===== config.mk =====
export PLATFORM = sky130hd
export DESIGN_NAME = slti_top
export DESIGN_NICKNAME = d
export VERILOG_FILES = /design/src/inc/slti_pkg.sv /design/src/core/slti_top.sv
export VERILOG_INCLUDE_DIRS = /design/src /design/src/inc
export SDC_FILE = /design/constraint.sdc
export NUM_CORES = 1
export LEC_CHECK = 0
export ABC_AREA = 1
export CORE_AREA = 2 2 76 78
export DETAILED_ROUTE_END_ITERATION = 6
export DIE_AREA = 0 0 78 80
export DONT_BUFFER_PORTS = 1
export MAX_ROUTING_LAYER = met4
export SYNTH_ARGS = -nofsm -noshare
export SYNTH_HDL_FRONTEND = slang
export SYNTH_SLANG_ARGS = --single-unit
export TNS_END_PERCENT = 10

===== constraint.sdc =====
create_clock -name MCLK_I -period 1.8 [get_ports MCLK_I]
set_input_delay 0.18 -clock MCLK_I [delete_from_list [all_inputs] [get_ports MCLK_I]]
set_output_delay 0.18 -clock MCLK_I [all_outputs]
set_load 0.01 [all_outputs]

===== src/inc/slti_regs.svh =====
`ifndef SLTI_REGS_SVH
`define SLTI_REGS_SVH

// Byte addresses on the APB bus.
`define SLTI_ADDR_LSB_CTRL   12'h160
`define SLTI_ADDR_CFG        12'h164
`define SLTI_ADDR_STAT       12'h168

// Reset values.
`define SLTI_LSB_CTRL_RST    8'h00
`define SLTI_CFG_RST         8'h00

// Field positions in lsb_ctrl_reg.
`define SLTI_LSB_MARKER_EN   0

// Field positions in the configuration register.
`define SLTI_CFG_CAL_EN      0
`define SLTI_CFG_W8          1
`define SLTI_CFG_DECIM       2
`define SLTI_CFG_RX_ON       3

// Field positions in the status register.
`define SLTI_STAT_ACTIVE     0
`define SLTI_STAT_MARKER     1
`define SLTI_STAT_CS_LO      2

// Control-bit count announced in the lane alignment data.
`define SLTI_ILA_CS_VALUE    2'h0

`endif


===== src/inc/slti_pkg.sv =====
package slti_pkg;

    typedef logic [7:0] slti_reg_t;

    typedef enum logic [1:0] {
        SLTI_LSB_DATA   = 2'b00,
        SLTI_LSB_MARKER = 2'b01,
        SLTI_LSB_CAL    = 2'b10
    } slti_lsb_src_e;

endpackage


===== src/core/slti_top.sv =====
// The APB slave port was decided locally.
`timescale 1ns/1ps
`include "slti_regs.svh"

// Notes on behaviour
// - With marker enabled, the marker receiver on and decimation off, the external timestamp rides in every output sample LSB.
// - Insertion works only without decimation; decimating modes never insert.
// - Timestamp wins over the calibration-state flag on the LSB.
// - Marker is delayed exactly as long as the analog samples.
// - In 8-bit modes the LSB of the 8-bit sample is replaced, 7 bits stay.
// - In 12-bit modes the LSB of the 12-bit sample is replaced, 11 bits stay.
// - The control-bit count announced in lane alignment data is always zero.
// - Marker control register at 0x160 resets to 0x00; bits 7 to 1 reserved.
module slti_top
    import slti_pkg::*;
#(
    parameter int SAMPLE_W   = 12,
    parameter int MARKER_DLY = 6
) (
    // Clock and reset.
    input  wire logic                MCLK_I,
    input  wire logic                RST_I,
    // APB slave.
    input  wire logic                PSEL_I,
    input  wire logic                PENABLE_I,
    input  wire logic                PWRITE_I,
    input  wire logic [11:0]         PADDR_I,
    input  wire logic [31:0]         PWDATA_I,
    output logic      [31:0]         PRDATA_O,
    output logic                     PREADY_O,
    output logic                     PSLVERR_O,
    // Sample stream from the converter pipeline.
    input  wire logic [SAMPLE_W-1:0] SAMPLE_I,
    input  wire logic                SAMPLE_VALID_I,
    input  wire logic                CAL_STATE_I,
    // External timestamp pin.
    input  wire logic                MARKER_I,
    // Toward the transport layer.
    output logic      [SAMPLE_W-1:0] TX_SAMPLE_O,
    output logic                     TX_VALID_O,
    output logic      [1:0]          ILA_CS_O
);

    typedef struct packed {
        slti_reg_t               lsb_ctrl_reg;
        slti_reg_t               cfg_reg;
        logic                    sync1;
        logic                    sync2;
        logic [MARKER_DLY-1:0]   dly;
        logic [31:0]             rdata;
        logic                    rerr;
        logic [SAMPLE_W-1:0]     tx_sample;
        logic                    tx_valid;
    } slti_state_s;

    slti_state_s   st_reg;
    slti_state_s   st_next;
    logic          setup;
    logic          access;
    logic          hit_ctrl;
    logic          hit_cfg;
    logic          hit_stat;
    logic          marker_rx;
    logic          marker_aligned;
    logic          insert_on;
    slti_lsb_src_e src;
    logic [SAMPLE_W-1:0] smp;
    logic [7:0]    stat;

    always_comb begin
        setup    = PSEL_I && !PENABLE_I;
        access   = PSEL_I && PENABLE_I;
        hit_ctrl = (PADDR_I == `SLTI_ADDR_LSB_CTRL);
        hit_cfg  = (PADDR_I == `SLTI_ADDR_CFG);
        hit_stat = (PADDR_I == `SLTI_ADDR_STAT);
        // A receiver left off delivers a quiet low marker.
        marker_rx = st_reg.sync2 && st_reg.cfg_reg[`SLTI_CFG_RX_ON];
        // The tap equals the analog path minus the two synchroniser stages.
        marker_aligned = st_reg.dly[MARKER_DLY-1];
        insert_on = st_reg.lsb_ctrl_reg[`SLTI_LSB_MARKER_EN]
                    && !st_reg.cfg_reg[`SLTI_CFG_DECIM];
        if (insert_on) begin
            src = SLTI_LSB_MARKER;
        end else if (st_reg.cfg_reg[`SLTI_CFG_CAL_EN]) begin
            src = SLTI_LSB_CAL;
        end else begin
            src = SLTI_LSB_DATA;
        end
        stat = 8'h00;
        stat[`SLTI_STAT_ACTIVE] = insert_on;
        stat[`SLTI_STAT_MARKER] = marker_rx;
        stat[`SLTI_STAT_CS_LO +: 2] = `SLTI_ILA_CS_VALUE;

        smp = SAMPLE_I;
        if (st_reg.cfg_reg[`SLTI_CFG_W8]) begin
            // Eight-bit samples sit in the low byte; upper bits stay clear.
            smp = {{(SAMPLE_W-8){1'b0}}, SAMPLE_I[7:0]};
        end
        case (src)
            SLTI_LSB_MARKER: smp[0] = marker_aligned;
            SLTI_LSB_CAL:    smp[0] = CAL_STATE_I;
            default:         smp[0] = smp[0];
        endcase

        st_next = st_reg;
        st_next.sync1 = MARKER_I;
        st_next.sync2 = st_reg.sync1;
        if (MARKER_DLY > 1) begin
            st_next.dly = {st_reg.dly[MARKER_DLY-2:0], marker_rx};
        end else begin
            st_next.dly = {MARKER_DLY{marker_rx}};
        end
        st_next.tx_valid = SAMPLE_VALID_I;
        if (SAMPLE_VALID_I) begin
            st_next.tx_sample = smp;
        end

        // Read data is latched in the setup cycle so it comes from a flop.
        if (setup) begin
            st_next.rerr  = !(hit_ctrl || hit_cfg || hit_stat);
            st_next.rdata = 32'h0000_0000;
            if (hit_ctrl) begin
                st_next.rdata = {24'h00_0000, st_reg.lsb_ctrl_reg};
            end else if (hit_cfg) begin
                st_next.rdata = {24'h00_0000, st_reg.cfg_reg};
            end else if (hit_stat) begin
                st_next.rdata = {24'h00_0000, stat};
            end
        end
        if (access && PWRITE_I) begin
            if (hit_ctrl) begin
                // Reserved bits keep whatever software writes.
                st_next.lsb_ctrl_reg = PWDATA_I[7:0];
            end else if (hit_cfg) begin
                st_next.cfg_reg = {4'h0, PWDATA_I[3:0]};
            end
        end
    end

    always_ff @(posedge MCLK_I) begin
        if (RST_I) begin
            st_reg              <= '0;
            st_reg.lsb_ctrl_reg <= `SLTI_LSB_CTRL_RST;
            st_reg.cfg_reg      <= `SLTI_CFG_RST;
        end else begin
            st_reg <= st_next;
        end
    end

    assign PRDATA_O    = st_reg.rdata;
    assign PREADY_O    = 1'b1;
    assign PSLVERR_O   = access && st_reg.rerr;
    assign TX_SAMPLE_O = st_reg.tx_sample;
    assign TX_VALID_O  = st_reg.tx_valid;
    // The inserted bit is never advertised to the receiver.
    assign ILA_CS_O    = `SLTI_ILA_CS_VALUE;

endmodule


== Word-level counts from Yosys, hierarchy flattened ==
Index checks and enable logic that the tools add are counted.

* Equality and inequality tests: 5
* Mux-type cells: 7
* Bitwise operators: 1
* Reductions and logical operators: 13

{| class="wikitable"
|+ Operators with widths
! kind !! number
|-
| $eq 12x9->1 const B || 3
|-
| $mux 12 || 1
|-
| $mux 8 || 1
|-
| $logic_and 1x1->1 || 6
|-
| $mux 2 || 3
|-
| $mux 4 || 1
|-
| $logic_not 1->1 || 3
|-
| $reduce_and 3->1 || 1
|-
| $eq 2x1->1 const B || 1
|-
| $eq 2x2->1 const B || 1
|-
| $logic_or 1x1->1 || 2
|-
| $pmux 1 s2 || 1
|-
| $reduce_and 2->1 || 1
|-
| $not 1->1 || 1
|}

* Flip-flop bits (word level): 66
* Input port bits: 64
* Output and inout bits: 49
* Logic and storage cells: 35

== Depth between registers and ports, before layout ==
Gate-level depths: netlist (run 1).

* Depth after elaboration: 5
* Gate-level depth with buffers: 9
* Depth with buffers taken out: 8

== Worst setup path after synthesis (run 1) ==
No wires, ideal clock.

* Kind: input -> register
* Start: in PADDR_I[11]
* End: reg st_reg[62] (netlist bit)
* Library setup time: 113 ps
* Arrival time: 997 ps
* Slack: 689 ps
* Stages: 7
* Path buffers: 1
* Path through: nor2_1 nand2_1 nor2_4 nand3_4 buf_6 o21ai_1 nor2_1

* Word-level cells in the longest chain between the ends: 2

{| class="wikitable"
|+ Ends and longest elaborated chain
! what !! RTL line !! text
|-
| start: declaration || slti_top.sv:27 || <nowiki>input wire logic [11:0] PADDR_I,</nowiki>
|-
| $eq 12x9->1 (no line) || n/a ||
|-
| $reduce_and 2->1 (no line) || n/a ||
|-
| end signal: assignment || slti_top.sv:146 || <nowiki>st_reg <= st_next;</nowiki>
|-
| end: declaration || slti_top.sv:56 || <nowiki>slti_state_s st_reg;</nowiki>
|}

Every way passes these cells.
A chain may end at the register's enable or synchronous reset.

== Final worst setup path (run 1) ==
* Start: reg st_reg[13] (netlist bit)
* End: out PSLVERR_O

* Word-level cells in the longest chain between the ends: 1

{| class="wikitable"
|+ Ends and longest elaborated chain
! what !! RTL line !! text
|-
| $logic_and 1x1->1 || slti_top.sv:152 || <nowiki>assign PSLVERR_O = access && st_reg.rerr;</nowiki>
|-
| end: declaration || slti_top.sv:31 || <nowiki>output logic PSLVERR_O,</nowiki>
|}

Every way passes these cells.

==> results.yml, run 1 <==
worst_setup_path:
  timing.critical_path.arrival_ns: 0.81
  path_cells: "and3_1"
  r2r_slack_ns: 0.92
  timing.critical_path.slowest_cell_delay_ns: 0.33
  endpoint_kind: "output pin"
  cpLargestDelayFamily: "flip-flops"
  path_max_fanout: 2
  path_class: "reg -> out"
  cp-start-kind: "flop"
  crit_required_ns: 1.62
  timing.critical_path.buf_inv: 0
  crit_path_top_delay_cell: "dfxtp_1"
hold_path:
  holdCritPathClass: "in -> reg"
layout:
  stdcell_area_sq_mm: 0.002062
  nets: 343
  area_growth_syn_to_layout_pct: -2.658
  antenna_cells: 0
  commonest_non_fill_non_tap_cell_in_the_layout: "nor2_1"
  post_route_cells_drive_above_1_share: 0.06786
  largest_reg_flops: 14
  n_fill_cell: 602
  final_cell_mix: "nor2_1, inv_1, dfxtp_1"
grt:
  antenna_found_initial: 0
  first_global_vias: 1376
  grt.total_usage: 0.1362
  grt_start_max_net_pins: 19
  grt_first_pass_wirelength_um: 6396
  overflow: 0
yosys:
  synth_compound_area_frac: 0.09096
  yosys-mux-area-fraction: 0
  xor_xnor_portion_of_the_synthesized_cell_area: 0
  mappedNetlistArea_sq_mm: 0.002118
  synth_sequential_area_ratio: 0.3969
  ys.warnings.count: 0
  synth_top_family_by_area: "buffers and inverters"
  ys_types: 22
  number_of_instances_in_the_synthesized_netlist: 297
  synth_fa_ha_area_frac: 0
  synth_edf_count: 0
  synth.avg_cell_area_sq_um: 7.132
  synth-async-reset-ratio: 0
  synth_simple_gate_area_share: 0.2439
  synth_flop_cell: "dfxtp_1"
  postSynthRegisterBits: 42
sta:
  timing.clock.skew_ns: 0.008218
  totalNegativeSetupSlack_ns: 0
  clock.fmax_ghz: 1.012
  post-route-worst-setup-slack_ns: 0.8114
  rsz0062_at_grt: "false"
  layout_worst_path_cycle_share: 0.5492
  final_period_minus_worst_setup_slack_ns: 0.9886
  setup_viol_count_final: 0
  timing_hold_violations_final: 0
  number_of_pins_exceeding_their_max_slew_limit_in_the_final_report: 0
clocking:
  number_of_h_tree_levels: 2
  tritoncts: "done"
  insertion_delay_ns: 0.29
  cts_resized: 0
  cts_made_buffers: 5
  cts-root-buf: "clkbuf_8"
  clkTransAtPathRegs_ns: 0.08
  clock_sink_count: 42
  ctsLongestPathBuffers: 2
power:
  sequentialPowerShare: 0.538
  vdd_ir_drop_max_v: 0.0003067
  static-leakage-power_nw: 0.9264
  cell_internal_pwr_mw: 1.415
  power.share.combinational: 0.067
  switching_power_uw: 432.3
  post-layout-total-power_mw: 1.848
  power_density_mw_per_mm2: 896.0
  netSwitchingFraction: 0.2340
  p_clk_frac: 0.395
place:
  gp_routability_congestion: 0.7521
  detailedPlacementHpwl_um: 2887
  dpl_cell_area_sq_mm: 0.001926
  portBuffers: 0
  place_ws_ns: 0.5343
detailed_routing:
  postRouteAntennaNets: 0
  via_count: 1504
  drc: 0
  drt_iter0_drc: 99
  avgRoutedWirePerCell_um: 11.08
  dr.pass1.iters: 4
  detail_route.wirelength_um: 3899
  detail_route.vias_per_cell: 4.273
floorplanning:
  die_w_um: 78
  initial_core_util: 0.3919
  num_rows: 27
  total_die_area_sq_mm: 0.006240
  chipHeight_um: 80
  design.portCount: 113
  fp.coreArea_sq_mm: 0.005405
status:
  status: "complete, no violations"
run:
  maxcap_violations: 0
worst reg2reg max path: cells and delay by family (launching register included):
| family | cells | cell delay [ns] |
|---|---|---|
| simple gates | 5 | 0.34 |
| flops | 1 | 0.33 |
| buf+inv | 2 | 0.10 |
cells in the mapped netlist, types with 2 or more instances:
| master | number | share of area |
|---|---|---|
| o21ai_1 | 8 | 0.019 |
| nor2_1 | 52 | 0.092 |
| nand2_1 | 30 | 0.053 |
| nand2_2 | 3 | 0.0089 |
| conb_1 | 2 | 0.0035 |
| nor2_2 | 2 | 0.0059 |
| o21ai_0 | 20 | 0.047 |
| dfxtp_1 | 42 | 0.40 |
| nor2_4 | 2 | 0.011 |
| nand3_1 | 21 | 0.050 |
| a21oi_1 | 9 | 0.021 |
| inv_1 | 44 | 0.078 |
| buf_4 | 47 | 0.17 |
| clkbuf_1 | 6 | 0.011 |
| and3_1 | 2 | 0.0059 |
worst paths after layout:
kind	startpoint	end	depth (start not counted)
worst min register to register	st_next[52]$_SDFF_PP0_	st_reg[52]$_SDFF_PP0_	2
worst max-delay path	st_reg[13]$_SDFFE_PP0P_	PSLVERR_O	1
worst min-delay path	SAMPLE_I[3]	TX_SAMPLE_O[3]$_SDFFE_PP0P_	2
worst max register to register	st_reg[56]$_SDFFE_PP0P_	PRDATA_O[0]$_SDFFE_PP0P_	7
power by group through the flow:
| stage | clock [mW] | sequential (mW) | combinational [mW] |
|---|---|---|---|
| finish | 0.729 | 0.994 | 0.124 |
| floorplan | 0 | 0.994 | 0.201 |
| global route | 0.788 | 0.998 | 0.146 |
| global placement | 0 | 1.02 | 0.113 |
| detailed placement | 0 | 1.02 | 0.114 |
| CTS | 0.747 | 0.995 | 0.125 |
per-stage QoR:
step                hold slack (ns)    util  instances
finish                      0.01662  0.3815        352
global route                0.01564  0.3815        352
CTS                         0.01015  0.3815        352
detailed placement           0.2524  0.3563        341
global placement             0.2507  0.3563        341
floorplan                    0.2870       -        322
cells by family after synthesis:
logic type / Yosys count
other cells: 2
simple gates: 115
flops: 42
buf+inv: 100
compound gates: 38
layout make-up:
class	instances	area, sq um	area share
Clock buffer	7	76.32	0.03701
Clock inverter	1	30.03	0.01456
Inverter	45	168.9	0.08192
Multi-Input combinational cell	180	810.8	0.3932
Sequential cell	42	840.8	0.4078
Tap cell	72	90.09	0.04369
Timing Repair Buffer	5	45.04	0.02184
layer usage:
layer,part of all wire,global-route usage
met5,0,-
met4,0.0054,0.04737
met3,0.11,0.06674
met2,0.43,0.2017
met1,0.45,0.1612
timing repair:
| action | 4_1_cts | 5_1_grt |
|---|---|---|
| buffers inserted | 0 | 0 |
| endpoints found under the setup margin | 0 | 0 |
| hold buffers | 3 | 0 |
| endpoints found under the hold margin | 14 | 0 |
Note: power is estimated with default switching activity, not from simulation.
==> run 2: changes to the inputs <==
Clock period 1.8 ns to 0.9 ns, I/O delays scaled along.
==> results.yml, run 2 (synthesized netlist as in run 1, its figures left out) <==
worst_setup_path:
  crit_start: "st_reg[13]$_SDFFE_PP0P_"
  cpLargestDelayFamily: "flip-flops"
  r2r_start: "st_reg[56]$_SDFFE_PP0P_"
  path_class: "reg -> out"
  timing.critical_path.buf_inv: 0
  endpoint_kind: "output pin"
  timing.critical_path.slowest_cell_delay_ns: 0.33
  cp-start-kind: "flop"
  crit_path_top_delay_cell: "dfxtp_2"
  path_max_fanout: 2
  crit_required_ns: 0.81
  timing.critical_path.arrival_ns: 0.80
  r2r_slack_ns: 0.04
  path_cells: "and3_4"
sta:
  setup_viol_count_final: 0
  timing.clock.skew_ns: 0.006819
  layout_worst_path_cycle_share: 0.9892
  final_period_minus_worst_setup_slack_ns: 0.8903
  rsz0062_at_grt: "true"
  timing_hold_violations_final: 13
  number_of_pins_exceeding_their_max_slew_limit_in_the_final_report: 0
  totalNegativeSetupSlack_ns: 0
  fin_hold_ws_ns: -0.1546
  post-route-worst-setup-slack_ns: 0.009746
  clock.fmax_ghz: 1.123
detailed_routing:
  dr.pass1.iters: 4
  detail_route.wirelength_um: 4016
  postRouteAntennaNets: 0
  drt_iter0_drc: 93
  avgRoutedWirePerCell_um: 10.54
  drc: 0
  via_count: 1581
  detail_route.vias_per_cell: 4.150
grt:
  first_global_vias: 1387
  grt_first_pass_wirelength_um: 6541
  globalRouteMet1Util: 0.1771
  layer_with_the_highest_usage: "met2"
  antenna_found_initial: 0
  grtUsageMet3: 0.05090
  grt.total_usage: 0.1344
  overflow: 0
  globalRouteMet2Util: 0.1922
  grt_start_max_net_pins: 20
clocking:
  tritoncts: "done"
  insertion_delay_ns: 0.29
  cts_made_buffers: 5
  ctsLongestPathBuffers: 2
  cts-root-buf: "clkbuf_8"
  hold_buffers: 18
  number_of_h_tree_levels: 2
  clkTransAtPathRegs_ns: 0.08
  clock_sink_count: 42
power:
  power_density_mw_per_mm2: 1540
  vdd_ir_drop_max_v: 0.0008121
  switching_power_uw: 890.1
  netSwitchingFraction: 0.2488
  static-leakage-power_nw: 1.070
  power.share.combinational: 0.095
  sequentialPowerShare: 0.555
  cell_internal_pwr_mw: 2.687
  p_clk_frac: 0.351
  post-layout-total-power_mw: 3.577
layout:
  multi_input_area_sq_um: 818.3
  stdcell_area_sq_mm: 0.002322
  antenna_cells: 0
  non_filler_instance_count_after_layout: 381
  post_route_cells_drive_above_1_share: 0.1392
  finalCoreUtilization: 0.4296
  commonest_non_fill_non_tap_cell_in_the_layout: "nor2_1"
  area.sequential_sq_um: 847.1
  largest_reg_flops: 14
  area_growth_syn_to_layout_pct: 9.628
  final_cell_mix: "nor2_1, inv_1, dfxtp_1"
  n_fill_cell: 584
  nets: 372
place:
  portBuffers: 0
  gp_routability_congestion: 0.7873
  dpl_cell_area_sq_mm: 0.002023
  post-place-cells: 354
  detailedPlacementHpwl_um: 2940
  place_ws_ns: -0.1049
floorplanning:
  fp.coreArea_sq_mm: 0.005405
  die_w_um: 78
  chipHeight_um: 80
  num_rows: 27
  design.portCount: 113
  initial_core_util: 0.3919
  total_die_area_sq_mm: 0.006240
status:
  violations: "hold timing"
  status: "finished with violations"
hold_path:
  min-delay-start: "RST_I"
  holdCritPathClass: "in -> reg"
run:
  maxcap_violations: 0
## run 2: cell types whose count changed in the layout (fill, tap and decap cells not counted), moves of 2 or more
cell           change
buf_4             +14
dlygate4sd3_1     +14
dfxtp_1            -5
dfxtp_2            +5
clkbuf_1           -2
## run 2: worst paths after layout
check / endpoint / depth (start not counted)
max reg2reg: PRDATA_O[0]$_SDFFE_PP0P_ / 7
min: TX_SAMPLE_O[9]$_SDFFE_PP0P_ / 1
min reg2reg: st_reg[52]$_SDFF_PP0_ / 2
max: PSLVERR_O / 1
## run 2: worst register-to-register path, stage by stage (launching register included)
cell	delay (ns)
dfxtp_2	0.34
inv_2	0.04
nand2_2	0.06
inv_1	0.04
nand3_1	0.07
nand2_1	0.06
nor2_1	0.10
nor2_1	0.04
## run 2: metal layers
layer  vias up  routed length [um]
met5         -                   0
met4         0                  36
met3         4                 324
met2        54                1759
met1       667                1895
li1        856                   -
## run 2: area by class of cell
class | count | share of cell area
repair buffers | 34 | 0.1304
multi-input cells | 180 | 0.3524
flip-flops and latches | 42 | 0.3648
clock inverters | 2 | 0.005388
inverters | 45 | 0.07274
clock buffers | 6 | 0.03556
well taps | 72 | 0.03879
## run 2: power by group through the flow
| stage | Combinational (mW) | Clock (mW) | Sequential, mW |
|---|---|---|---|
| finish | 0.340 | 1.25 | 1.98 |
| global route | 0.384 | 1.37 | 1.99 |
| CTS | 0.339 | 1.30 | 1.98 |
| detailed placement | 0.264 | 0 | 2.03 |
| global placement | 0.261 | 0 | 2.03 |
| floorplan | 0.402 | 0 | 1.99 |
## run 2: timing repair
action	CTS	global route
hold endpoints to repair	35	13
buffers inserted	0	1
resized for setup	3	6
pin swaps	0	2
setup endpoints to repair	2	16
==> run 3: changes to the inputs <==
Settings changed: CORE_AREA 2 2 76 78 to 2 2 65 67, CTS_CLUSTER_SIZE set to 16, DIE_AREA 0 0 78 80 to 0 0 67 69, PLACE_DENSITY set to 0.72.
==> results.yml, run 3 (synthesized netlist as in run 1, its figures left out) <==
status:
  status: "finished with violations"
  violations: "hold timing"
sta:
  timing_hold_violations_final: 13
  final_period_minus_worst_setup_slack_ns: 0.8948
  post-route-worst-setup-slack_ns: 0.005238
  layout_worst_path_cycle_share: 0.9942
  clock.fmax_ghz: 1.118
  fin_hold_ws_ns: -0.1501
  timing.clock.skew_ns: 0.004436
  number_of_pins_exceeding_their_max_slew_limit_in_the_final_report: 0
  totalNegativeSetupSlack_ns: 0
  setup_viol_count_final: 0
  rsz0062_at_grt: "true"
layout:
  n_fill_cell: 387
  commonest_non_fill_non_tap_cell_in_the_layout: "nor2_1"
  largest_reg_flops: 14
  nets: 370
  antenna_cells: 0
  post_route_cells_drive_above_1_share: 0.1238
  final_cell_mix: "nor2_1, inv_1, dfxtp_1"
  area_growth_syn_to_layout_pct: 8.328
worst_setup_path:
  crit_required_ns: 0.81
  path_max_fanout: 2
  timing.critical_path.arrival_ns: 0.80
  cp-start-kind: "flop"
  path_class: "reg -> out"
  endpoint_kind: "output pin"
  timing.critical_path.slowest_cell_delay_ns: 0.33
  cpLargestDelayFamily: "flip-flops"
  crit_path_top_delay_cell: "dfxtp_2"
  path_cells: "and3_4"
  timing.critical_path.buf_inv: 0
clocking:
  post-cts-setup-buffer-count: 0
  number_of_h_tree_levels: 2
  cts-root-buf: "clkbuf_8"
  cts_made_buffers: 5
  tritoncts: "done"
  clkTransAtPathRegs_ns: 0.08
  insertion_delay_ns: 0.30
  hold_buffers: 18
  ctsLongestPathBuffers: 2
  clock_sink_count: 42
detailed_routing:
  detailroute.wirelength.met3_um: 366
  drc: 0
  dr.pass1.iters: 4
  m1WireLength_um: 1759
  drt_iter0_drc: 70
  avgRoutedWirePerCell_um: 11.41
  routed-wl-met2_um: 1889
  detail_route.wirelength_um: 4075
  detail_route.vias_per_cell: 4.571
  dr.max_layer_used: "met4"
  via_count: 1632
  postRouteAntennaNets: 0
power:
  static-leakage-power_nw: 1.062
  vdd_ir_drop_max_v: 0.001289
  power_density_mw_per_mm2: 1657
grt:
  overflow: 0
  grt.total_usage: 0.1893
  grt_start_max_net_pins: 20
  antenna_found_initial: 0
  grt_first_pass_wirelength_um: 6548
  first_global_vias: 1437
hold_path:
  holdCritPathClass: "in -> reg"
floorplanning:
  total_die_area_sq_mm: 0.004623
  chipHeight_um: 69
  die_w_um: 67
  design.portCount: 113
  num_rows: 23
  fp.coreArea_sq_mm: 0.003914
  initial_core_util: 0.5412
place:
  gp_routability_congestion: 0.7561
  place_ws_ns: -0.1026
  portBuffers: 0
  detailedPlacementHpwl_um: 2843
run:
  maxcap_violations: 0
[run 3: routing by layer]
metal / vias up / GRT usage
li1: 848 / -
met1: 707 / 0.2332
met2: 70 / 0.2827
met3: 7 / 0.07830
met4: 0 / 0.05442
met5: - / -
[run 3: worst paths after layout]
check                           cells past startpoint                      endpoint                    start  slack (ns)
worst min-delay path                                1  TX_SAMPLE_O[11]$_SDFFE_PP0P_                    RST_I       -0.15
worst max register to register                      7      PRDATA_O[0]$_SDFFE_PP0P_  st_reg[56]$_SDFFE_PP0P_        0.04
worst min register to register                      2        st_next[51]$_SDFF_PP0_   st_next[50]$_SDFF_PP0_        0.41
worst max-delay path                                1                     PSLVERR_O  st_reg[13]$_SDFFE_PP0P_       0.005
[run 3: report_power, final]
group	switching, mW	leakage, nW	internal (mW)	total (mW)
Clock	0.654	0.0514	0.828	1.48
Sequential	0.0627	0.345	1.92	1.99
Combinational	0.192	0.666	0.145	0.336
[run 3: final cells by class]
class	count	area, sq um	area share
Sequential cell	42	844.6	0.3680
Multi-Input combinational cell	180	820.8	0.3577
Timing Repair Buffer	32	287.8	0.1254
Inverter	45	168.9	0.07361
Clock buffer	6	72.57	0.03162
Tap cell	50	62.56	0.02726
Clock inverter	2	37.54	0.01636
[run 3: worst register-to-register path: cells and delay by family, from the launching register on]
family / cells / cell delay (ns)
DFF: 1 / 0.33
and+or+nand+nor: 5 / 0.32
buffers and inverters: 2 / 0.10
[run 3: stage by stage]
step	instance area (sq um)	total power, mW	util	std cells
floorplan	2212	2.389	-	322
detailed placement	1988	2.287	0.5080	331
finish	2295	3.803	0.5863	357
global route	2295	3.979	0.5863	357
CTS	2285	3.834	0.5838	357
global placement	1988	2.277	0.5080	331
[run 3: repair_timing]
action                                  in CTS  in global routing
gates resized for setup                      2                  5
endpoints found under the setup margin       1                 15
endpoints found under the hold margin       35                 13
